[src/hw/rbt_pkg.sv]
// rbt_pkg: shared constants for the registered bus transceiver
// assumes a 32-bit classic wishbone slave with byte addressing
package rbt_pkg;
  // ----------------------------------------------------------
  // structure
  // ----------------------------------------------------------
  localparam int RBT_HALF_WIDTH  = 8;  // bits per half
  localparam int RBT_NUM_HALVES  = 2;  // independent halves
  localparam int RBT_CTL_PER_HALF = 6; // control pins per half
  // ----------------------------------------------------------
  // register byte offsets
  // ----------------------------------------------------------
  localparam logic [7:0] RBT_OFS_ID      = 8'h00; // block tag
  localparam logic [7:0] RBT_OFS_CTRL    = 8'h04; // isolation
  localparam logic [7:0] RBT_OFS_STORE_A = 8'h08; // a registers
  localparam logic [7:0] RBT_OFS_STORE_B = 8'h0c; // b registers
  localparam logic [7:0] RBT_OFS_PINS    = 8'h10; // control pins
  localparam logic [7:0] RBT_OFS_COUNT   = 8'h14; // capture count
  // ----------------------------------------------------------
  // field positions
  // ----------------------------------------------------------
  localparam int RBT_CTRL_ISO_POS   = 0;  // force isolate, per half
  localparam int RBT_CTRL_CLR_POS   = 8;  // counter clear pulse
  localparam int RBT_PIN_OE_POS     = 0;  // output_enable_n
  localparam int RBT_PIN_DIR_POS    = 2;  // transfer_direction
  localparam int RBT_PIN_SAB_POS    = 4;  // source_select_a_to_b
  localparam int RBT_PIN_SBA_POS    = 6;  // source_select_b_to_a
  localparam int RBT_PIN_CPA_POS    = 8;  // capture_clock_a_side
  localparam int RBT_PIN_CPB_POS    = 10; // capture_clock_b_side
  localparam int RBT_CNT_B_POS      = 16; // b count in upper half
  // ----------------------------------------------------------
  // reset values
  // ----------------------------------------------------------
  localparam logic [1:0]  RBT_CTRL_ISO_RST = 2'h0;
  localparam logic [15:0] RBT_CNT_RST      = 16'h0000;
  localparam logic [31:0] RBT_DAT_RST      = 32'h0000_0000;
  // arbitrary neutral value, names no maker or part
  localparam logic [31:0] RBT_BLOCK_TAG    = 32'h0000_0001;
  // ----------------------------------------------------------
  // bus slave states
  // ----------------------------------------------------------
  typedef enum logic {RBT_WB_IDLE, RBT_WB_ACK} rbt_wb_state_e;
endpackage : rbt_pkg

[src/hw/rbt_half.sv]
// rbt_half: one half of the transceiver, both registers
// assumes synchronised pins and one-cycle capture pulses
`timescale 1ns/1ps
`default_nettype none
module rbt_half #(
  parameter int WIDTH = rbt_pkg::RBT_HALF_WIDTH
) (
  input  wire logic             core_clk,
  input  wire logic             rst_n,
  input  wire logic             clk_en,
  input  wire logic             output_enable_n,
  input  wire logic             transfer_direction,
  input  wire logic             source_select_a_to_b,
  input  wire logic             source_select_b_to_a,
  input  wire logic             capture_a_rise,
  input  wire logic             capture_b_rise,
  input  wire logic             force_isolate,
  input  wire logic [WIDTH-1:0] a_in,
  input  wire logic [WIDTH-1:0] b_in,
  output var  logic [WIDTH-1:0] a_out,
  output var  logic [WIDTH-1:0] a_oe,
  output var  logic [WIDTH-1:0] b_out,
  output var  logic [WIDTH-1:0] b_oe,
  output var  logic [WIDTH-1:0] stored_a,
  output var  logic [WIDTH-1:0] stored_b
);
  import rbt_pkg::*;
  logic             enabled;     // outputs allowed
  logic [WIDTH-1:0] next_a_out;  // next a drive value
  logic [WIDTH-1:0] next_a_oe;   // next a enables
  logic [WIDTH-1:0] next_b_out;  // next b drive value
  logic [WIDTH-1:0] next_b_oe;   // next b enables
  logic [WIDTH-1:0] next_st_a;   // next a register
  logic [WIDTH-1:0] next_st_b;   // next b register

  // --------------------------------------------------------
  // capture, drive select and direction
  // --------------------------------------------------------
  always_comb begin
    enabled    = !output_enable_n && !force_isolate;
    // capture ignores enable, direction and selects
    next_st_a  = capture_a_rise ? a_in : stored_a;
    next_st_b  = capture_b_rise ? b_in : stored_b;
    // only the chosen side drives, never both
    next_a_oe  = {WIDTH{enabled && !transfer_direction}};
    next_b_oe  = {WIDTH{enabled && transfer_direction}};
    // stored word is the pre-capture value on a clash
    next_a_out = source_select_b_to_a ? stored_b : b_in;
    next_b_out = source_select_a_to_b ? stored_a : a_in;
    if (!clk_en) begin
      next_st_a  = stored_a;
      next_st_b  = stored_b;
      next_a_oe  = a_oe;
      next_b_oe  = b_oe;
      next_a_out = a_out;
      next_b_out = b_out;
    end
  end

  // registers clear and ports float under reset
  always_ff @(posedge core_clk or negedge rst_n) begin
    if (!rst_n) begin
      stored_a <= '0;
      stored_b <= '0;
      a_oe     <= '0;
      b_oe     <= '0;
      a_out    <= '0;
      b_out    <= '0;
    end else begin
      stored_a <= next_st_a;
      stored_b <= next_st_b;
      a_oe     <= next_a_oe;
      b_oe     <= next_b_oe;
      a_out    <= next_a_out;
      b_out    <= next_b_out;
    end
  end
endmodule : rbt_half
`default_nettype wire

[src/hw/rbt_sync.sv]
// rbt_sync: two flip-flop synchroniser for a bundle of pins
// assumes each bit is independent; no word coherence given
`timescale 1ns/1ps
`default_nettype none
module rbt_sync #(
  parameter int WIDTH = 1
) (
  input  wire logic             core_clk,
  input  wire logic             rst_n,
  input  wire logic             clk_en,
  input  wire logic [WIDTH-1:0] async_in,
  output var  logic [WIDTH-1:0] sync_out
);
  import rbt_pkg::*;
  logic [WIDTH-1:0] meta;      // first stage, read only by second
  logic [WIDTH-1:0] next_meta; // next first stage
  logic [WIDTH-1:0] next_out;  // next second stage

  // --------------------------------------------------------
  // next values, frozen while the enable is low
  // --------------------------------------------------------
  always_comb begin
    next_meta = clk_en ? async_in : meta;
    next_out  = clk_en ? meta : sync_out;
  end

  // registers take only a constant under reset
  always_ff @(posedge core_clk or negedge rst_n) begin
    if (!rst_n) begin
      meta     <= '0;
      sync_out <= '0;
    end else begin
      meta     <= next_meta;
      sync_out <= next_out;
    end
  end
endmodule : rbt_sync
`default_nettype wire

[src/hw/rbt_transceiver.sv]
// rbt_transceiver: 16-bit registered bus transceiver top
// assumes all pins arrive asynchronously to core_clk and
// that the bench resolves each data wire from the enables
//
// The Wishbone slave port and the placing of the registers are this design's own decisions.
`timescale 1ns/1ps
`default_nettype none
module rbt_transceiver #(
  parameter int HALF_WIDTH = rbt_pkg::RBT_HALF_WIDTH,
  parameter int NUM_HALVES = rbt_pkg::RBT_NUM_HALVES
) (
  input  wire logic                 core_clk,
  input  wire logic                 rst_n,
  input  wire logic                 clk_en,
  input  wire logic [NUM_HALVES-1:0] output_enable_n,
  input  wire logic [NUM_HALVES-1:0] transfer_direction,
  input  wire logic [NUM_HALVES-1:0] capture_clock_a_side,
  input  wire logic [NUM_HALVES-1:0] capture_clock_b_side,
  input  wire logic [NUM_HALVES-1:0] source_select_a_to_b,
  input  wire logic [NUM_HALVES-1:0] source_select_b_to_a,
  input  wire logic [HALF_WIDTH*NUM_HALVES-1:0] port_a_data_in,
  output var  logic [HALF_WIDTH*NUM_HALVES-1:0] port_a_data_out,
  output var  logic [HALF_WIDTH*NUM_HALVES-1:0] port_a_data_oe,
  input  wire logic [HALF_WIDTH*NUM_HALVES-1:0] port_b_data_in,
  output var  logic [HALF_WIDTH*NUM_HALVES-1:0] port_b_data_out,
  output var  logic [HALF_WIDTH*NUM_HALVES-1:0] port_b_data_oe,
  input  wire logic                 wb_cyc_i,
  input  wire logic                 wb_stb_i,
  input  wire logic                 wb_we_i,
  input  wire logic [7:0]           wb_adr_i,
  input  wire logic [3:0]           wb_sel_i,
  input  wire logic [31:0]          wb_dat_i,
  output var  logic [31:0]          wb_dat_o,
  output var  logic                 wb_ack_o
);
  import rbt_pkg::*;

  // ----------------------------------------------------------
  // sizes
  // ----------------------------------------------------------
  localparam int DW  = HALF_WIDTH * NUM_HALVES;  // data width
  localparam int CW  = RBT_CTL_PER_HALF * NUM_HALVES;
  localparam int SW  = 2 * DW + CW;              // sync width

  // registers are one word each; wider halves cannot fit
  if (DW > 16 || NUM_HALVES > 2 || HALF_WIDTH < 1) begin : g_chk
    $error("rbt_transceiver: unsupported half width or count");
  end

  // ----------------------------------------------------------
  // synchronised pins
  // ----------------------------------------------------------
  logic [SW-1:0]         pins_raw;  // all pins as a bundle
  logic [SW-1:0]         pins_sync; // after two flip-flops
  logic [DW-1:0]         a_sync;    // port a level
  logic [DW-1:0]         b_sync;    // port b level
  logic [NUM_HALVES-1:0] oe_s;      // output enable, active high
  logic [NUM_HALVES-1:0] oe_n_s;    // output enable, active low
  logic [NUM_HALVES-1:0] dir_s;     // direction
  logic [NUM_HALVES-1:0] sab_s;     // a-to-b source select
  logic [NUM_HALVES-1:0] sba_s;     // b-to-a source select
  logic [NUM_HALVES-1:0] cpa_s;     // a capture clock level
  logic [NUM_HALVES-1:0] cpb_s;     // b capture clock level

  // fixed packing, unpacked again below
  // enable goes through inverted so a cleared synchroniser
  // reads as disabled and no port drives right after reset
  assign pins_raw = {port_a_data_in, port_b_data_in,
                     ~output_enable_n, transfer_direction,
                     source_select_a_to_b, source_select_b_to_a,
                     capture_clock_a_side, capture_clock_b_side};

  // one synchroniser covers every pin of both halves
  rbt_sync #(
    .WIDTH(SW)
  ) u_sync (
    .core_clk(core_clk),
    .rst_n   (rst_n),
    .clk_en  (clk_en),
    .async_in(pins_raw),
    .sync_out(pins_sync)
  );

  assign {a_sync, b_sync, oe_s, dir_s, sab_s, sba_s,
          cpa_s, cpb_s} = pins_sync;
  assign oe_n_s = ~oe_s;

  // ----------------------------------------------------------
  // capture clock edge detection
  // ----------------------------------------------------------
  logic [NUM_HALVES-1:0] cpa_prev;      // last a clock level
  logic [NUM_HALVES-1:0] cpb_prev;      // last b clock level
  logic [NUM_HALVES-1:0] next_cpa_prev; // next a clock level
  logic [NUM_HALVES-1:0] next_cpb_prev; // next b clock level
  logic [NUM_HALVES-1:0] cpa_rise;      // a rising, one cycle
  logic [NUM_HALVES-1:0] cpb_rise;      // b rising, one cycle

  // edges come from the second stage only, so the
  // metastable first stage never reaches this logic
  always_comb begin
    next_cpa_prev = clk_en ? cpa_s : cpa_prev;
    next_cpb_prev = clk_en ? cpb_s : cpb_prev;
    cpa_rise      = clk_en ? (cpa_s & ~cpa_prev) : '0;
    cpb_rise      = clk_en ? (cpb_s & ~cpb_prev) : '0;
  end

  // previous levels; zero so a high clock at release
  // counts as one rising edge
  always_ff @(posedge core_clk or negedge rst_n) begin
    if (!rst_n) begin
      cpa_prev <= '0;
      cpb_prev <= '0;
    end else begin
      cpa_prev <= next_cpa_prev;
      cpb_prev <= next_cpb_prev;
    end
  end

  // ----------------------------------------------------------
  // software registers
  // ----------------------------------------------------------
  logic [1:0]  iso;          // force isolation per half
  logic [1:0]  next_iso;     // next isolation bits
  logic [15:0] cnt_a;        // a-side capture events
  logic [15:0] cnt_b;        // b-side capture events
  logic [15:0] next_cnt_a;   // next a count
  logic [15:0] next_cnt_b;   // next b count
  logic        wr_ctrl;      // write strobe to control
  logic        cnt_clr;      // counter clear request

  // ----------------------------------------------------------
  // halves
  // ----------------------------------------------------------
  logic [DW-1:0] st_a;  // stored a words, all halves
  logic [DW-1:0] st_b;  // stored b words, all halves

  // one instance per half, nothing shared between them
  for (genvar h = 0; h < NUM_HALVES; h++) begin : g_half
    localparam int LO = h * HALF_WIDTH;
    rbt_half #(
      .WIDTH(HALF_WIDTH)
    ) u_half (
      .core_clk            (core_clk),
      .rst_n               (rst_n),
      .clk_en              (clk_en),
      .output_enable_n     (oe_n_s[h]),
      .transfer_direction  (dir_s[h]),
      .source_select_a_to_b(sab_s[h]),
      .source_select_b_to_a(sba_s[h]),
      .capture_a_rise      (cpa_rise[h]),
      .capture_b_rise      (cpb_rise[h]),
      .force_isolate       (iso[h]),
      .a_in                (a_sync[LO +: HALF_WIDTH]),
      .b_in                (b_sync[LO +: HALF_WIDTH]),
      .a_out               (port_a_data_out[LO +: HALF_WIDTH]),
      .a_oe                (port_a_data_oe[LO +: HALF_WIDTH]),
      .b_out               (port_b_data_out[LO +: HALF_WIDTH]),
      .b_oe                (port_b_data_oe[LO +: HALF_WIDTH]),
      .stored_a            (st_a[LO +: HALF_WIDTH]),
      .stored_b            (st_b[LO +: HALF_WIDTH])
    );
  end

  // ----------------------------------------------------------
  // wishbone slave
  // ----------------------------------------------------------
  rbt_wb_state_e state;      // slave state
  rbt_wb_state_e next_state; // next slave state
  logic          next_ack;   // next acknowledge
  logic [31:0]   next_dat;   // next read data
  logic [31:0]   rd_word;    // decoded read word
  logic          req;        // new request this cycle
  logic [5:0]    word_adr;   // word index of the access

  // decode and read multiplexer
  always_comb begin
    word_adr = wb_adr_i[7:2];
    rd_word  = RBT_DAT_RST;  // unmapped reads give zero
    unique case (word_adr)
      RBT_OFS_ID[7:2]: begin
        rd_word = RBT_BLOCK_TAG;
      end
      RBT_OFS_CTRL[7:2]: begin
        rd_word[RBT_CTRL_ISO_POS +: 2] = iso;
      end
      RBT_OFS_STORE_A[7:2]: begin
        rd_word[DW-1:0] = st_a;
      end
      RBT_OFS_STORE_B[7:2]: begin
        rd_word[DW-1:0] = st_b;
      end
      RBT_OFS_PINS[7:2]: begin
        rd_word[RBT_PIN_OE_POS  +: NUM_HALVES] = oe_n_s;
        rd_word[RBT_PIN_DIR_POS +: NUM_HALVES] = dir_s;
        rd_word[RBT_PIN_SAB_POS +: NUM_HALVES] = sab_s;
        rd_word[RBT_PIN_SBA_POS +: NUM_HALVES] = sba_s;
        rd_word[RBT_PIN_CPA_POS +: NUM_HALVES] = cpa_s;
        rd_word[RBT_PIN_CPB_POS +: NUM_HALVES] = cpb_s;
      end
      RBT_OFS_COUNT[7:2]: begin
        rd_word = {cnt_b, cnt_a};
      end
      default: begin
        rd_word = RBT_DAT_RST;
      end
    endcase
  end

  // one request, one ack the cycle after; the ack state
  // ignores the held request so it is never answered twice
  always_comb begin
    req        = wb_cyc_i && wb_stb_i;
    next_state = state;
    next_ack   = 1'b0;
    next_dat   = wb_dat_o;
    wr_ctrl    = 1'b0;
    unique case (state)
      RBT_WB_IDLE: begin
        if (req) begin
          next_state = RBT_WB_ACK;
          next_ack   = 1'b1;
          next_dat   = wb_we_i ? RBT_DAT_RST : rd_word;
          wr_ctrl    = wb_we_i && (word_adr == RBT_OFS_CTRL[7:2]);
        end
      end
      RBT_WB_ACK: begin
        next_state = RBT_WB_IDLE;
      end
    endcase
    if (!clk_en) begin
      next_state = state;
      next_ack   = wb_ack_o;
      next_dat   = wb_dat_o;
      wr_ctrl    = 1'b0;
    end
  end

  // slave state and answer
  always_ff @(posedge core_clk or negedge rst_n) begin
    if (!rst_n) begin
      state    <= RBT_WB_IDLE;
      wb_ack_o <= 1'b0;
      wb_dat_o <= RBT_DAT_RST;
    end else begin
      state    <= next_state;
      wb_ack_o <= next_ack;
      wb_dat_o <= next_dat;
    end
  end

  // ----------------------------------------------------------
  // control register and event counters
  // ----------------------------------------------------------
  // a clear and an event in one cycle leave the count at one,
  // so no capture is ever lost to a clear
  always_comb begin
    next_iso = iso;
    cnt_clr  = 1'b0;
    if (wr_ctrl && wb_sel_i[0]) begin
      next_iso = wb_dat_i[RBT_CTRL_ISO_POS +: 2];
    end
    if (wr_ctrl && wb_sel_i[1]) begin
      cnt_clr = wb_dat_i[RBT_CTRL_CLR_POS];
    end
    next_cnt_a = (cnt_clr ? RBT_CNT_RST : cnt_a)
               + {15'h0000, |cpa_rise};
    next_cnt_b = (cnt_clr ? RBT_CNT_RST : cnt_b)
               + {15'h0000, |cpb_rise};
    if (!clk_en) begin
      next_cnt_a = cnt_a;
      next_cnt_b = cnt_b;
    end
  end

  // control and counter registers
  always_ff @(posedge core_clk or negedge rst_n) begin
    if (!rst_n) begin
      iso   <= RBT_CTRL_ISO_RST;
      cnt_a <= RBT_CNT_RST;
      cnt_b <= RBT_CNT_RST;
    end else begin
      iso   <= next_iso;
      cnt_a <= next_cnt_a;
      cnt_b <= next_cnt_b;
    end
  end
endmodule : rbt_transceiver
`default_nettype wire

[config.mk]
export PLATFORM = sky130hd
export DESIGN_NAME = rbt_transceiver
export DESIGN_NICKNAME = d
export VERILOG_FILES = /design/src/hw/rbt_pkg.sv /design/src/hw/rbt_half.sv /design/src/hw/rbt_sync.sv /design/src/hw/rbt_transceiver.sv
export SDC_FILE = /design/constraint.sdc
export NUM_CORES = 1
export LEC_CHECK = 0
export BUFFER_PORTS_ARGS = -buffer_cell sky130_fd_sc_hd__buf_2
export CORE_ASPECT_RATIO = 0.7
export CORE_MARGIN = 2
export CORE_UTILIZATION = 30
export DETAILED_ROUTE_END_ITERATION = 8
export PLACE_DENSITY = 0.52
export SYNTH_ARGS = -nofsm -noshare
export SYNTH_HDL_FRONTEND = slang
export SYNTH_SLANG_ARGS = --single-unit
[constraint.sdc]
create_clock -name core_clk -period 3.3 [get_ports core_clk]
set_clock_uncertainty 0.15 [all_clocks]
set_input_delay 0.33 -clock core_clk [delete_from_list [all_inputs] [get_ports core_clk]]
set_output_delay 0.33 -clock core_clk [all_outputs]
set_load 0.01 [all_outputs]
# Yosys cells after proc, flatten, opt, wreduce, memory -nomap -nowiden

Index checks and enable logic that the tools add are counted.

Equal/unequal tests: 5
Multipliers: 0
Bitwise operators: 7
Shift-type cells: 0
Div/mod/pow operators: 0
Mux-type cells: 20
Reduce and logical (&&, ||, !) cells: 24
$lt $le $gt $ge: 0
Add/sub/neg operators: 2

Operator list:

| kind                 | number |
|---|---|
| $mux W16             | 3 |
| $pmux W10 S4         | 1 |
| $add A16 B1 Y16      | 2 |
| $mux W32             | 1 |
| $mux W8              | 4 |
| $eq A6 B2 Y1 const B | 2 |
| $eq A6 B3 Y1 const B | 2 |
| $pmux W2 S6          | 1 |
| $pmux W4 S3          | 1 |
| $logic_and A1 B1 Y1  | 10 |
| $not A2 Y2           | 4 |
| $reduce_and A2 Y1    | 4 |
| $eq A6 B1 Y1 const B | 1 |
| $logic_not A1 Y1     | 6 |
| $logic_not A6 Y1     | 1 |
| $mux W1              | 6 |
| $and A2 B2 Y2        | 2 |
| $mux W2              | 2 |
| $reduce_or A2 Y1     | 2 |
| $reduce_and A3 Y1    | 1 |
| $pmux W1 S2          | 1 |
| $not A1 Y1           | 1 |

Word-level logic and storage cells: 80
Bits of input ports: 94
Flip-flop bits (word level): 228
Memories kept: 0
Latch bits: 0
RAM bits: 0
Memory bits (read-only): 0
Output and inout bits: 97

# Logic depth before layout (Yosys ltp)

Gate-level depths: netlist of run 1.

Depth in word-level cells: 9
Mapped depth: 10
Depth with buffers taken out: 9

# Hierarchy

From an unflattened synthesis of run 1, not the netlist that was laid out.

Cells, all modules: 774
Area total of the unflattened synthesis: 10136.0 µm²

By module, submodules not included:

| module          | cells each | area each (µm²) | times used | sequential area each (µm²) |
|---|---|---|---|---|
| rbt_transceiver | 338        | 3567.2          | 1          | 1776.7 |
| rbt_sync        | 186        | 3343.2          | 1          | 2202.1 |
| rbt_half        | 125        | 1612.8          | 2          | 850.8 |

# Worst setup path after synthesis of run 1

Ideal clock, no wire load.

Path kind: input to register
From: in clk_en
To: reg cnt_a[15]
Data arrival time: 2386 ps
Stages: 9
Setup slack: 634 ps
Path buffers: 2
Required time: 3021 ps
Cell sequence: buf_2 clkbuf_1 nand3b_1 nand2_1 ha_1 nand4_1 or4_1 o211ai_1 o31ai_1

Longest elaborated chain between the ends: 5
Elaborated cells on any way between the ends: 7
Those cells by class: add/sub (1); mux (4); reduce/logical (2)

Ends and longest elaborated chain:

| element              | RTL line               | text |
|---|---|---|
| from (decl)          | rbt_transceiver.sv:14  | `input wire logic clk_en,` |
| $mux W1              | rbt_transceiver.sv:230 | `if (!clk_en) begin` |
| $logic_and A1 B1 Y1  | rbt_transceiver.sv:262 | `if (wr_ctrl && wb_sel_i[1]) begin` |
| $mux W1              | rbt_transceiver.sv:262 |  |
| $mux W16             | rbt_transceiver.sv:265 | `next_cnt_a = (cnt_clr ? RBT_CNT_RST : cnt_a)` |
| $add A16 B1 Y16      | rbt_transceiver.sv:266 | `+ {15'h0000, \|cpa_rise};` |
| to (signal assigned) | rbt_transceiver.sv:283 | `cnt_a <= next_cnt_a;` |
| to (decl)            | rbt_transceiver.sv:124 | `logic [15:0] cnt_a;` |

Several ways; a longest one is shown, not always the timed one.
A chain may end at the register's enable or synchronous reset.

# Final worst setup path of run 1

From: in clk_en
To: reg cnt_b[15]

Longest elaborated chain between the ends: 5
Elaborated cells on any way between the ends: 7
Those cells by class: add/sub (1); mux (4); reduce/logical (2)

Ends and longest elaborated chain:

| element              | RTL line               | text |
|---|---|---|
| $mux W1              | rbt_transceiver.sv:230 |  |
| $logic_and A1 B1 Y1  | rbt_transceiver.sv:262 |  |
| $mux W1              | rbt_transceiver.sv:262 |  |
| $mux W16             | rbt_transceiver.sv:267 | `next_cnt_b = (cnt_clr ? RBT_CNT_RST : cnt_b)` |
| $add A16 B1 Y16      | rbt_transceiver.sv:268 | `+ {15'h0000, \|cpb_rise};` |
| to (signal assigned) | rbt_transceiver.sv:284 | `cnt_b <= next_cnt_b;` |
| to (decl)            | rbt_transceiver.sv:125 | `logic [15:0] cnt_b;` |

Several ways; a longest one is shown, not always the timed one.

==> summary.md, run 1 <==
| Metric | Value |
|---|---|
| Outcome | `complete, no violations` |
| Synth cell types | `41` |
| I/O pin count | `191` |
| Layout cells sized above 1 | `37.66%` |
| CTS sink count | `about 230` |
| Slew margin rel. | `35.22%` |
| Crit path time final | `about 2800 ps` |
| Clk_lat worst skew | `540 ps` |
| Clock Tree Root | `clkbuf_16` |
| WS Path Type | `in2reg` |
| Area of the multi-input gates | `~0.0037 mm^2` |
| Async SR Flop Fraction | `100.0%` |
| Hold Buf Count CTS | `50` |
| Drt drc | `0` |
| Final Instance Area | `around 0.012 mm^2` |
| WL/cell | `17.35 um` |
| Clk pwr share | `between 30% and 40%` |
| Sw frac | `roughly 28%` |
| Remaining antenna violation count after routing | `0` |
| Initial antenna violation count | `0` |
| Worst Setup End Kind | `flip-flop` |
| GRT Max-Usage Layer | `met1` |
| Combinational Power Share | `between 10% and 20%` |
| Top post-synthesis cells by area | `dfrtp_1, mux2_2, mux2i_1, nor2_1, buf_4` |
| First-pass GRT wire length | `between 30000 and 40000 um` |
| Row cnt | `55` |
| Final Cycle Share | `between 80% and 90%` |
| Area growth from synthesis to layout | `25.08%` |
| Sequential Power Share | `roughly 47%` |
| VDD IR max | `approximately 0.4 mV` |
| Max-slew violation count | `0` |
| Starting DRT DRC Count | `approximately 400` |
| Slowest stage cell, crit path | `or4_1` |
| Via count | `approximately 6600` |
| Syn_nets | `874` |
| Post-synth top cells | `dfrtp_1, mux2_2, nor2_1, nand2_1, a21oi_1` |
| GR Overflow Total | `0` |
| Cts repair resizes | `0` |
| M1 GR Usage | `between 20% and 30%` |
| Die X | `roughly 220 um` |
| Synth top area share | `about 58%` |
| Cell Int Power | `5707 uW` |
| Critical path fanouts, max | `11` |
| Critical Path AT | `approximately 3200 ps` |
| Post-synth top flop | `dfrtp_1` |
| Die H | `~160 um` |
| Seq/Total Area, Yosys | `57.82%` |
| Die area | `between 0.03 and 0.04 mm^2` |
| Mean Syn Cell Area | `around 13 um^2` |
| Gp weighted congestion | `around 0.84` |
| CP Cell Sequence | `dlygate4sd3_1 -> buf_6 -> and4b_1 -> nand4_1 -> and2_1 -> ha_1 -> nand3_1 -> or4_1 -> nor3_1 -> mux2i_1` |
| Clock Tree Buf Depth | `3` |
| M3 GR Usage | `3.109%` |
| F_max | `~350 MHz` |
| Ys Warns | `0` |
| Global Route Usage Sum | `14.56%` |
| Port Buf Inserts | `157` |
| Post-CTS Setup Bufs | `0` |
| #FFs+latches synth | `between 200 and 250` |
| P_leak | `roughly 0.0056 uW` |
| Overall routed net length | `24500 um` |
| RSZ-0062 raised after global routing | `false` |
| Total power | `7942 uW` |
| Clock-pin slew on the worst setup and hold paths | `approximately 60 ps` |
| Count leader, synth | `dfrtp_1` |
| NetSw | `around 2200 uW` |
| Finish-stage setup viols | `0` |
| PD cells | `about 650 mW/mm^2` |
| Placed cell area | `~0.011 mm^2` |
| Cells after synthesis | `about 780` |
| Number of global-route vias before repair | `about 6600` |
| Hold WC Path Type | `in2reg` |
| Net count, final | `1065` |
| 1st-pass router iterations | `7` |
| Core box area | `0.03227 mm^2` |
| Synth Cell Area | `0.009824 mm^2` |
| CTS Buf Count | `25` |
| Slowest stage delay, CP | `around 560 ps` |
| CTS H-Tree Depth | `1` |
| Number of flops mapped to enable cells by yosys | `0` |
| Final Hold Fails | `0` |
| Max-Cap Viols | `0` |
| Setup TNS | `0 ps` |
| Starting Density | `30.44%` |
| Tightest Pin Transition | `about 970 ps` |
| CTS tree | `done` |
| Leading area contributor after synthesis | `dfrtp_1` |
| # fillers | `3124` |
| Grt met2 use | `21.23%` |
| Startpoint Class | `primary input` |
| WP data required | `approximately 3600 ps` |
| Sequential cell area | `between 0.005 and 0.006 mm^2` |
| ANT cells | `0` |
| Largest net degree at the start of global routing | `113` |
| DR vias/cell | `roughly 4.7` |
| Final HPWL DP | `around 17000 um` |
==> power groups by stage <==
stage               registers, uW  logic (uW)  clock network [uW]
finish                       3750        1390                2800
global route                 3840        1550                3000
CTS                          3760        1430                2880
detailed placement           3810        1380                   0
global placement             3790        1360                   0
floorplan                    3680         927                   0
==> registers in the layout (all words and copies together) (netlist names) <==
name / cells
u_sync.meta: 44
u_sync.sync_out: 44
wb_dat_o: 32
cnt_a: 16
cnt_b: 16
g_half.u_half.a_out: 16
g_half.u_half.b_out: 16
g_half.u_half.stored_a: 16
g_half.u_half.stored_b: 16
cpa_prev: 2
cpb_prev: 2
g_half.u_half.a_oe: 2
g_half.u_half.b_oe: 2
iso: 2
wb_ack_o: 1
==> worst paths after layout <==
| path | from | endpoint | slack (ps) | cells after the start |
|---|---|---|---|---|
| min | wb_adr_i[5] | wb_dat_o[0] | 50 | 4 |
| max reg2reg | wb_ack_o | cnt_b[15] | 590 | 8 |
| min reg2reg | cpb_prev[1] | cpb_prev[1] | 350 | 1 |
| max | clk_en | cnt_b[15] | 470 | 10 |
| min in group asynchronous | rst_n | u_sync.meta[15] | 320 | 2 |
| max in group asynchronous | rst_n | g_half[0].u_half.a_oe[0] | 1850 | 3 |
==> worst max-delay path, delay by kind of cell <==
kind          cells  cell delay (ps)
fa+ha+maj         1              180
buf+inv           2              710
mux               1              220
simple gates      6             1700
==> cell families (layout without fill, tap and decap cells) <==
logic type | Yosys count | after routing | synth area share [%]
buf+inv | 76 | 285 | 4.279
fa+ha+maj | 4 | 4 | 0.5094
simple gates | 165 | 165 | 8.011
mux | 181 | 181 | 20.30
compound gates | 97 | 97 | 6.763
flops | 227 | 227 | 57.82
xor+xnor | 26 | 26 | 2.318
==> cell type report <==
type | instances | share of cell area (%)
clock buffers | 36 | 6.079
clock inverters | 9 | 0.6313
inverters | 10 | 0.3055
multi-input cells | 473 | 30.30
flip-flops and latches | 227 | 46.23
well taps | 427 | 4.348
repair buffers | 230 | 12.11
==> layout by cell type, fill, tap and decap left out, types with 22 or more instances in the layout <==
cell	synthesis	routed
a22o_1	24	24
nor2_1	67	67
dfrtp_1	227	227
a21oi_1	36	36
buf_2	12	155
dlygate4sd3_1	0	50
clkbuf_16	0	25
buf_4	28	22
mux2_2	146	146
mux2i_1	35	35
nand2_1	37	37
==> metal layers <==
layer / up-vias / routed length [um]
li1: 3123 / -
met1: 3267 / 12280
met2: 156 / 10410
met3: 45 / 1241
met4: 0 / 575
met5: - / 0
==> stage by stage <==
| stage | util, % | setup WS (ps) | hold WS (ps) | cells |
|---|---|---|---|---|
| finish | 38.07 | 466.6 | 48.96 | 1412 |
| global route | 38.07 | 313.7 | 48.76 | 1412 |
| CTS | 38.07 | 484.3 | 23.95 | 1412 |
| detailed placement | 33.97 | 331.4 | 322.1 | 1317 |
| global placement | 33.97 | 355.4 | 325.9 | 1317 |
| floorplan | - | 634.4 | -115.6 | 776 |
(Power assumes the default switching activity.)
==> run 2, diff against run 1 <==
--- a/config.mk
+++ b/config.mk
@@ -6,11 +6,13 @@
 export NUM_CORES = 1
 export LEC_CHECK = 0
 export BUFFER_PORTS_ARGS = -buffer_cell sky130_fd_sc_hd__buf_2
+export CAP_MARGIN = 10
 export CORE_ASPECT_RATIO = 0.7
 export CORE_MARGIN = 2
 export CORE_UTILIZATION = 30
 export DETAILED_ROUTE_END_ITERATION = 8
-export PLACE_DENSITY = 0.52
+export PLACE_DENSITY = 0.51
 export SYNTH_ARGS = -nofsm -noshare
 export SYNTH_HDL_FRONTEND = slang
+export SYNTH_HIERARCHICAL = 1
 export SYNTH_SLANG_ARGS = --single-unit
==> summary.md, run 2 <==
| Metric | Value |
|---|---|
| Outcome | `complete, no violations` |
| Synth cell types | `40 (-2.4%)` |
| Die area | `0.03530 mm^2 (+3.1%)` |
| Hold slack | `118.8 ps (+69.85 ps)` |
| Finish-stage setup viols | `0 (unchanged)` |
| WS Path Type | `in2reg` |
| Overall routed net length | `23950 um (-2.3%)` |
| Syn_nets | `872 (-0.23%)` |
| Final Cycle Share | `83.44% (-2.4 points)` |
| CP delay by family, top | `simple AND/OR/NAND/NOR gates` |
| Critical path fanouts, max | `11 (unchanged)` |
| Top post-synthesis cells by area | `dfrtp_1, mux2_2, mux2_4, mux2i_1, buf_4` |
| Hold WC Path Type | `in2reg` |
| 1st-pass router iterations | `5 (-2)` |
| Setup WS post-layout | `546.3 ps (+79.77 ps)` |
| CTS sink count | `227 (unchanged)` |
| Cts repair resizes | `0 (unchanged)` |
| Mean Syn Cell Area | `13.10 um^2 (+3.4%)` |
| Startpoint Class | `primary input` |
| Combinational Power Share | `18.4% (+0.8 points)` |
| Starting DRT DRC Count | `288 (-28%)` |
| Global Route Usage Sum | `13.82% (-0.74 points)` |
| Critical Path AT | `3020 ps (-130 ps)` |
| Worst Setup End Kind | `flip-flop` |
| Dpl ws | `234.0 ps (-97.48 ps)` |
| P_leak | `0.005842 uW (+4.9%)` |
| Core Util, Final | `37.26% (-0.82 points)` |
| Number of global-route vias before repair | `6653 (+1.5%)` |
| PD cells | `650.9 mW/mm^2 (+0.70%)` |
| Final HPWL DP | `16350 um (-2.2%)` |
| Die H | `157.8 um (+1.5%)` |
| CTS tree | `done` |
| First-pass GRT wire length | `38180 um (-0.90%)` |
| Crit path time final | `2754 ps (-79.77 ps)` |
| Hold Buf Count CTS | `48 (-4.0%)` |
| GR Overflow Total | `0 (unchanged)` |
| Setup TNS | `0 ps (unchanged)` |
| Synth top area share | `56.04% (-1.8 points)` |
| ANT cells | `0 (unchanged)` |
| Initial antenna violation count | `0 (unchanged)` |
| Clk_lat worst skew | `540 ps (about the same)` |
| Slowest stage cell, crit path | `or4_1` |
| Post-synth top flop | `dfrtp_1` |
| Seq/Total Area, Yosys | `56.04% (-1.8 points)` |
| Commonest non-fill, non-tap cell in the layout | `dfrtp_1` |
| CTS H-Tree Depth | `1 (unchanged)` |
| Slowest stage delay, CP | `620 ps (+60 ps)` |
| Post-synth top cells | `dfrtp_1, mux2_2, nor2_1, mux2i_1, mux2_4` |
| Async SR Flop Fraction | `100.0% (unchanged)` |
| Leading area contributor after synthesis | `dfrtp_1` |
| #FFs+latches synth | `227 (unchanged)` |
| Gp weighted congestion | `0.7545 (-10%)` |
| Most frequent cells in the layout | `dfrtp_1, buf_2, mux2_2` |
| Most frequent CP cell | `ha_1` |
| Via count | `6455 (-2.1%)` |
| VDD IR max | `0.2579 mV (-35%)` |
| DR vias/cell | `4.627 (-0.87%)` |
| RSZ-0062 raised after global routing | `false` |
| CTS Buf Count | `25 (unchanged)` |
| I/O pin count | `191 (unchanged)` |
| Placed cell area | `0.01116 mm^2 (+1.8%)` |
| Slew margin rel. | `25.30% (-9.9 points)` |
| Tightest Pin Transition | `1116 ps (+151.1 ps)` |
| F_max | `363.2 MHz (+2.9%)` |
| Final Instance Area | `0.01243 mm^2 (+1.1%)` |
| Clock-pin slew on the worst setup and hold paths | `60 ps (about the same)` |
| NetSw | `2276 uW (+1.8%)` |
| Final Hold Fails | `0 (unchanged)` |
| Drt drc | `0 (unchanged)` |
| Number of flops mapped to enable cells by yosys | `0 (unchanged)` |
| Starting Density | `30.39% (-0.049 points)` |
| Net count, final | `1048 (-1.6%)` |
| Port Buf Inserts | `157 (unchanged)` |
| Clock Tree Buf Depth | `3 (unchanged)` |
| Sequential Power Share | `47.1% (about the same)` |
| # fillers | `3298 (+5.6%)` |
| Ys Warns | `6 (+6)` |
| Clock Tree Root | `clkbuf_16` |
| Largest registers | `u_sync/meta (44), u_sync/sync_out (44), wb_dat_o (32)` |
| Count leader, synth | `dfrtp_1` |
| Max-Cap Viols | `0 (unchanged)` |
| Post-CTS Setup Bufs | `0 (unchanged)` |
| Core box area | `0.03335 mm^2 (+3.3%)` |
| Die X | `223.7 um (+1.5%)` |
| Synth Cell Area | `0.01014 mm^2 (+3.2%)` |
| WP data required | `3570 ps (-50 ps)` |
| Cell Int Power | `5812 uW (+1.8%)` |
| Largest net degree at the start of global routing | `89 (-21%)` |
| Area growth from synthesis to layout | `22.59%` |
| CP Cell Sequence | `dlygate4sd3_1 -> buf_6 -> nand4b_1 -> or4_1 -> and2_1 -> ha_1 -> ha_1 -> nand2_1 -> nor3_1 -> xnor2_1 -> nor2_1` |
| Sw frac | `28.13% (about the same)` |
| Cells after synthesis | `774 (-0.26%)` |
| WL/cell | `17.16 um (-1.1%)` |
| Max-slew violation count | `0 (unchanged)` |
| Remaining antenna violation count after routing | `0 (unchanged)` |
| Clk pwr share | `34.5% (-0.8 points)` |
| Buf/Inv on CP | `2 (unchanged)` |
| Row cnt | `56 (+1.8%)` |
| Layout cells sized above 1 | `35.73% (-1.9 points)` |
run 2: cell count changes after synthesis, moves of 9 or more:
| cell | previous run | this run |
|---|---|---|
| mux2_4 | 0 | 52 |
| a22oi_1 | 16 | 4 |
| mux2i_1 | 35 | 55 |
| o22ai_1 | 2 | 11 |
| mux2_2 | 146 | 79 |
| nand2_1 | 37 | 23 |
run 2: cell type report:
cell class	instances	area, um^2	area share, %
clock buffers	32	671.9	5.407
multi-input cells	465	3964	31.90
flip-flops and latches	227	5680	45.72
inverters	14	52.55	0.4229
repair buffers	217	1398	11.25
clock inverters	5	115.1	0.9264
well taps	435	544.3	4.380
run 2: per-layer routing:
layer	global-route usage, %	part of all wire [%]
met1	19.87	50
met2	21.35	44
met3	2.803	3.7
met4	3.365	2.3
met5	0	0
run 2: cell families (layout without fill, tap and decap cells):
logic type / Yosys count / count (layout) / synth area share [%]
flip-flops: 227 / 227 / 56.04
multiplexers: 186 / 186 / 21.91
AND/OR/NAND/NOR: 160 / 160 / 8.345
AO/OA/AOI/OAI: 87 / 87 / 5.851
buffers and inverters: 82 / 268 / 4.938
XOR/XNOR: 28 / 28 / 2.419
adder cells (fa/ha/maj): 4 / 4 / 0.4938
run 2: path summary, 6_finish.rpt:
check                              from               to  slack, ps  cells after the start
min reg2reg                wb_dat_o[14]     wb_dat_o[14]        330                      2
min in group asynchronous         rst_n     wb_dat_o[13]        260                      2
max reg2reg                    wb_ack_o         cnt_a[8]        600                      9
min                         wb_sel_i[0]           iso[1]        120                      4
max                              clk_en         cnt_a[8]        550                     11
max in group asynchronous         rst_n  u_sync/meta[22]       1850                      3
run 2: power groups by stage:
stage / Combinational, uW / Clock (uW) / Sequential, uW
after floorplan: 1070 / 0 / 3710
final: 1490 / 2790 / 3810
after detailed placement: 1460 / 0 / 3860
after global placement: 1440 / 0 / 3850
after CTS: 1510 / 2880 / 3820
after global routing: 1640 / 2990 / 3900
run 2: metrics by stage:
step / instances / power [uW]
2_1_floorplan: 774 / 4776
3_3_place_gp: 1310 / 5294
3_5_place_dp: 1310 / 5324
4_1_cts: 1395 / 8216
5_1_grt: 1395 / 8534
6_report: 1395 / 8088
run 2: worst reg2reg max path, cell delays in order, from the launching register on:
cell and delay (ps):
dfrtp_1 390, nand4b_1 290, or4_1 620, and2_1 210
ha_1 210, ha_1 230, nand2_1 180, nor3_1 80
xnor2_1 160, nor2_1 60
==> run 3, diff against run 2 <==
--- a/config.mk
+++ b/config.mk
@@ -5,6 +5,7 @@
 export SDC_FILE = /design/constraint.sdc
 export NUM_CORES = 1
 export LEC_CHECK = 0
+export ABC_AREA = 1
 export BUFFER_PORTS_ARGS = -buffer_cell sky130_fd_sc_hd__buf_2
 export CAP_MARGIN = 10
 export CORE_ASPECT_RATIO = 0.7
==> constraint.sdc (replaced) <==
create_clock -name core_clk -period 2.7 [get_ports core_clk]
set_clock_uncertainty 0.15 [all_clocks]
set_input_delay 0.27 -clock core_clk [delete_from_list [all_inputs] [get_ports core_clk]]
set_output_delay 0.27 -clock core_clk [all_outputs]
set_load 0.01 [all_outputs]
==> summary.md, run 3 <==
| Metric | Value |
|---|---|
| WL/cell | `14.88 um (-13%)` |
| CTS sink count | `227 (unchanged)` |
| Gp weighted congestion | `0.8149 (+8.0%)` |
| F_max | `a little over 400 MHz` |
| GR Overflow Total | `0 (unchanged)` |
| CP Cell Sequence | `dlygate4sd3_1 -> buf_4 -> inv_6 -> nor2_8 -> nand2_8 -> nor2_4 -> nand3_4 -> inv_2 -> nor2_1 -> ha_1 -> ha_1 -> nand2_1 -> inv_1 -> nand3_1 -> nor2_1 -> nand2_1 -> xnor2_1 -> inv_1` |
| Slew margin rel. | `36.42% (+11 points)` |
| Largest net degree at the start of global routing | `107 (+20%)` |
| Final Instance Area | `0.01284 mm^2 (+3.3%)` |
| Total power | `8838 uW (+9.3%)` |
| Core Util, Final | `37.05% (-0.21 points)` |
| Starting Density | `30.40% (about the same)` |
| Overall routed net length | `28620 um (+20%)` |
| Async SR Flop Fraction | `100.0% (unchanged)` |
| Die area | `0.03666 mm^2 (+3.9%)` |
| Port Buf Inserts | `157 (unchanged)` |
| Final Cycle Share | `approximately 92%` |
| Hold Buf Count CTS | `51 (+6.3%)` |
| Net count, final | `1534 (+46%)` |
| Number of global-route vias before repair | `8178 (+23%)` |
| Sw frac | `28.44% (+0.30 points)` |
| CTS Buf Count | `24 (-4.0%)` |
| Critical path fanouts, max | `14 (+3)` |
| P_leak | `0.006854 uW (+17%)` |
| CTS H-Tree Depth | `1 (unchanged)` |
| 1st-pass router iterations | `6 (+1)` |
| Crit path time final | `2485 ps` |
| Clock-pin slew on the worst setup and hold paths | `70 ps (about the same)` |
| Die H | `160.8 um (+1.9%)` |
| Die X | `228.0 um (+1.9%)` |
| WP data required | `2980 ps (-590 ps)` |
| Post-synth top cells | `nand2_1, dfrtp_1, inv_1, o21ai_0, nand3_1` |
| Most frequent cells in the layout | `nand2_1, dfrtp_1, buf_2` |
| Largest registers | `u_sync/meta (44), u_sync/sync_out (44), wb_dat_o (32)` |
| RSZ-0062 raised after global routing | `false` |
| Critical Path AT | `2760 ps (-260 ps)` |
| Number of flops mapped to enable cells by yosys | `0 (unchanged)` |
| DR vias/cell | `4.403 (-4.9%)` |
| # fillers | `3695 (+12%)` |
| Leading area contributor after synthesis | `dfrtp_1` |
| Sequential Power Share | `47.6% (+0.5 points)` |
| I/O pin count | `191 (unchanged)` |
| First-pass GRT wire length | `45760 um (+20%)` |
| #FFs+latches synth | `227 (unchanged)` |
| Tightest Pin Transition | `948.0 ps (-168.4 ps)` |
| Final Hold Fails | `0 (unchanged)` |
| Combinational Power Share | `14.0% (-4.4 points)` |
| Setup WS post-layout | `214.9 ps (-331.4 ps)` |
| VDD IR max | `0.4974 mV (+93%)` |
| Hold WC Path Type | `in2reg` |
| Max-Cap Viols | `0 (unchanged)` |
| Placed cell area | `0.01154 mm^2 (+3.4%)` |
| Clk_lat worst skew | `540 ps (about the same)` |
| Starting DRT DRC Count | `737 (+160%)` |
| Dpl ws | `209.7 ps (-24.28 ps)` |
| Slowest stage delay, CP | `530 ps (-90 ps)` |
| Drt drc | `0 (unchanged)` |
| NetSw | `2514 uW (+10%)` |
| Mean Syn Cell Area | `8.369 um^2 (-36%)` |
| Top post-synthesis cells by area | `dfrtp_1, nand2_1, inv_1, o21ai_0, nand3_1` |
| Area growth from synthesis to layout | `21.87%` |
| Count leader, synth | `nand2_1` |
| Outcome | `complete, no violations` |
| CTS tree | `done` |
| Max-slew violation count | `0 (unchanged)` |
| Cell Int Power | `6325 uW (+8.8%)` |
| PD cells | `688.3 mW/mm^2 (+5.7%)` |
| Finish-stage setup viols | `0 (unchanged)` |
| Commonest non-fill, non-tap cell in the layout | `nand2_1` |
| Synth Cell Area | `0.01054 mm^2 (+4.0%)` |
| Seq/Total Area, Yosys | `53.91% (-2.1 points)` |
| FF-to-FF setup slack | `370 ps (-230 ps)` |
| Final HPWL DP | `20080 um (+23%)` |
| Clock Tree Root | `clkbuf_16` |
| Synth cell types | `44 (+10%)` |
| Clk pwr share | `38.4% (+3.9 points)` |
| Row cnt | `57 (+1.8%)` |
| Worst Setup End Kind | `flip-flop` |
| Global Route Usage Sum | `15.62% (+1.8 points)` |
| Setup TNS | `0 ps (unchanged)` |
| Via count | `8471 (+31%)` |
| Synth top area share | `53.91% (-2.1 points)` |
| Initial antenna violation count | `0 (unchanged)` |
| Post-CTS Setup Bufs | `0 (unchanged)` |
| ANT cells | `0 (unchanged)` |
| WS Path Type | `in2reg` |
| Startpoint Class | `primary input` |
| Syn_nets | `1357 (+56%)` |
| Slowest stage cell, crit path | `dlygate4sd3_1` |
| Cells after synthesis | `1259 (+63%)` |
| Clock Tree Buf Depth | `3 (unchanged)` |
| Post-synth top flop | `dfrtp_1` |
| Ys Warns | `6 (unchanged)` |
| Remaining antenna violation count after routing | `0 (unchanged)` |
| Layout cells sized above 1 | `17.22% (-19 points)` |
| Cts repair resizes | `0 (unchanged)` |
| Core box area | `0.03466 mm^2 (+3.9%)` |
-- run 3: cell types whose count changed in the layout (fill, tap and decap cells not counted), moves of 12 or more --
| cell | change |
|---|---|
| mux2i_1 | -55 |
| nor2_1 | -19 |
| o21ai_0 | +59 |
| mux2_4 | -52 |
| a21oi_1 | -30 |
| a22o_1 | -27 |
| xnor2_1 | -18 |
| nand2_1 | +537 |
| mux2_2 | -77 |
| nor4_1 | -12 |
| nand3_1 | +42 |
| inv_1 | +110 |
-- run 3: cells by family (layout without fill, tap and decap cells) --
group | after synthesis | after routing | share of synthesized area [%]
AO/OA/AOI/OAI | 95 | 95 | 5.439
XOR/XNOR | 19 | 19 | 1.579
adder cells (fa/ha/maj) | 4 | 4 | 0.4750
buffers and inverters | 204 | 397 | 10.15
flip-flops | 227 | 227 | 53.91
multiplexers | 2 | 2 | 0.2137
AND/OR/NAND/NOR | 708 | 708 | 28.23
-- run 3: worst max-delay path: cells and delay by family --
family                     cells  cell delay, ps
buffers and inverters          6            1220
and+or+nand+nor                9             760
adders and majority gates      2             390
xor gates and xnor gates       1             110
-- run 3: area by class of cell --
cell class / count / area (um^2) / share of cell area [%]
Clock buffer: 32 / 661.9 / 5.154
Timing Repair Buffer: 226 / 1494 / 11.63
Inverter: 129 / 496.7 / 3.868
Tap cell: 472 / 590.6 / 4.599
Sequential cell: 227 / 5680 / 44.24
Multi-Input combinational cell: 828 / 3786 / 29.48
Clock inverter: 10 / 131.4 / 1.023
-- run 3: metal layers --
layer / global-route usage, % / routed length [um]
met2: 23.41 / 12190
met3: 2.930 / 1351
met1: 23.48 / 14610
met5: 0 / 0
met4: 3.060 / 472
-- run 3: worst paths after layout --
check,cells past startpoint,to,from
max in group asynchronous,3,wb_dat_o[27],rst_n
min in group asynchronous,2,u_sync/meta[22],rst_n
min,5,wb_dat_o[1],wb_adr_i[2]
min reg2reg,2,u_sync/meta[24],u_sync/meta[24]
max reg2reg,15,cnt_a[12],wb_ack_o
max,18,cnt_a[12],clk_en
-- run 3: through the flow --
stage | hold slack, ps | cells
final | 92.11 | 1924
after global routing | 101.8 | 1924
after CTS | 63.63 | 1924
after detailed placement | 111.9 | 1831
after global placement | 108.6 | 1831
after floorplan | -175.6 | 1259
-- run 3: power groups by stage --
stage | clock [uW] | sequential, uW | combinational [uW]
finish | 3400 | 4200 | 1240
CTS | 3500 | 4210 | 1260
global placement | 0 | 4250 | 1180
global route | 3640 | 4270 | 1440
detailed placement | 0 | 4260 | 1200
floorplan | 0 | 4180 | 784
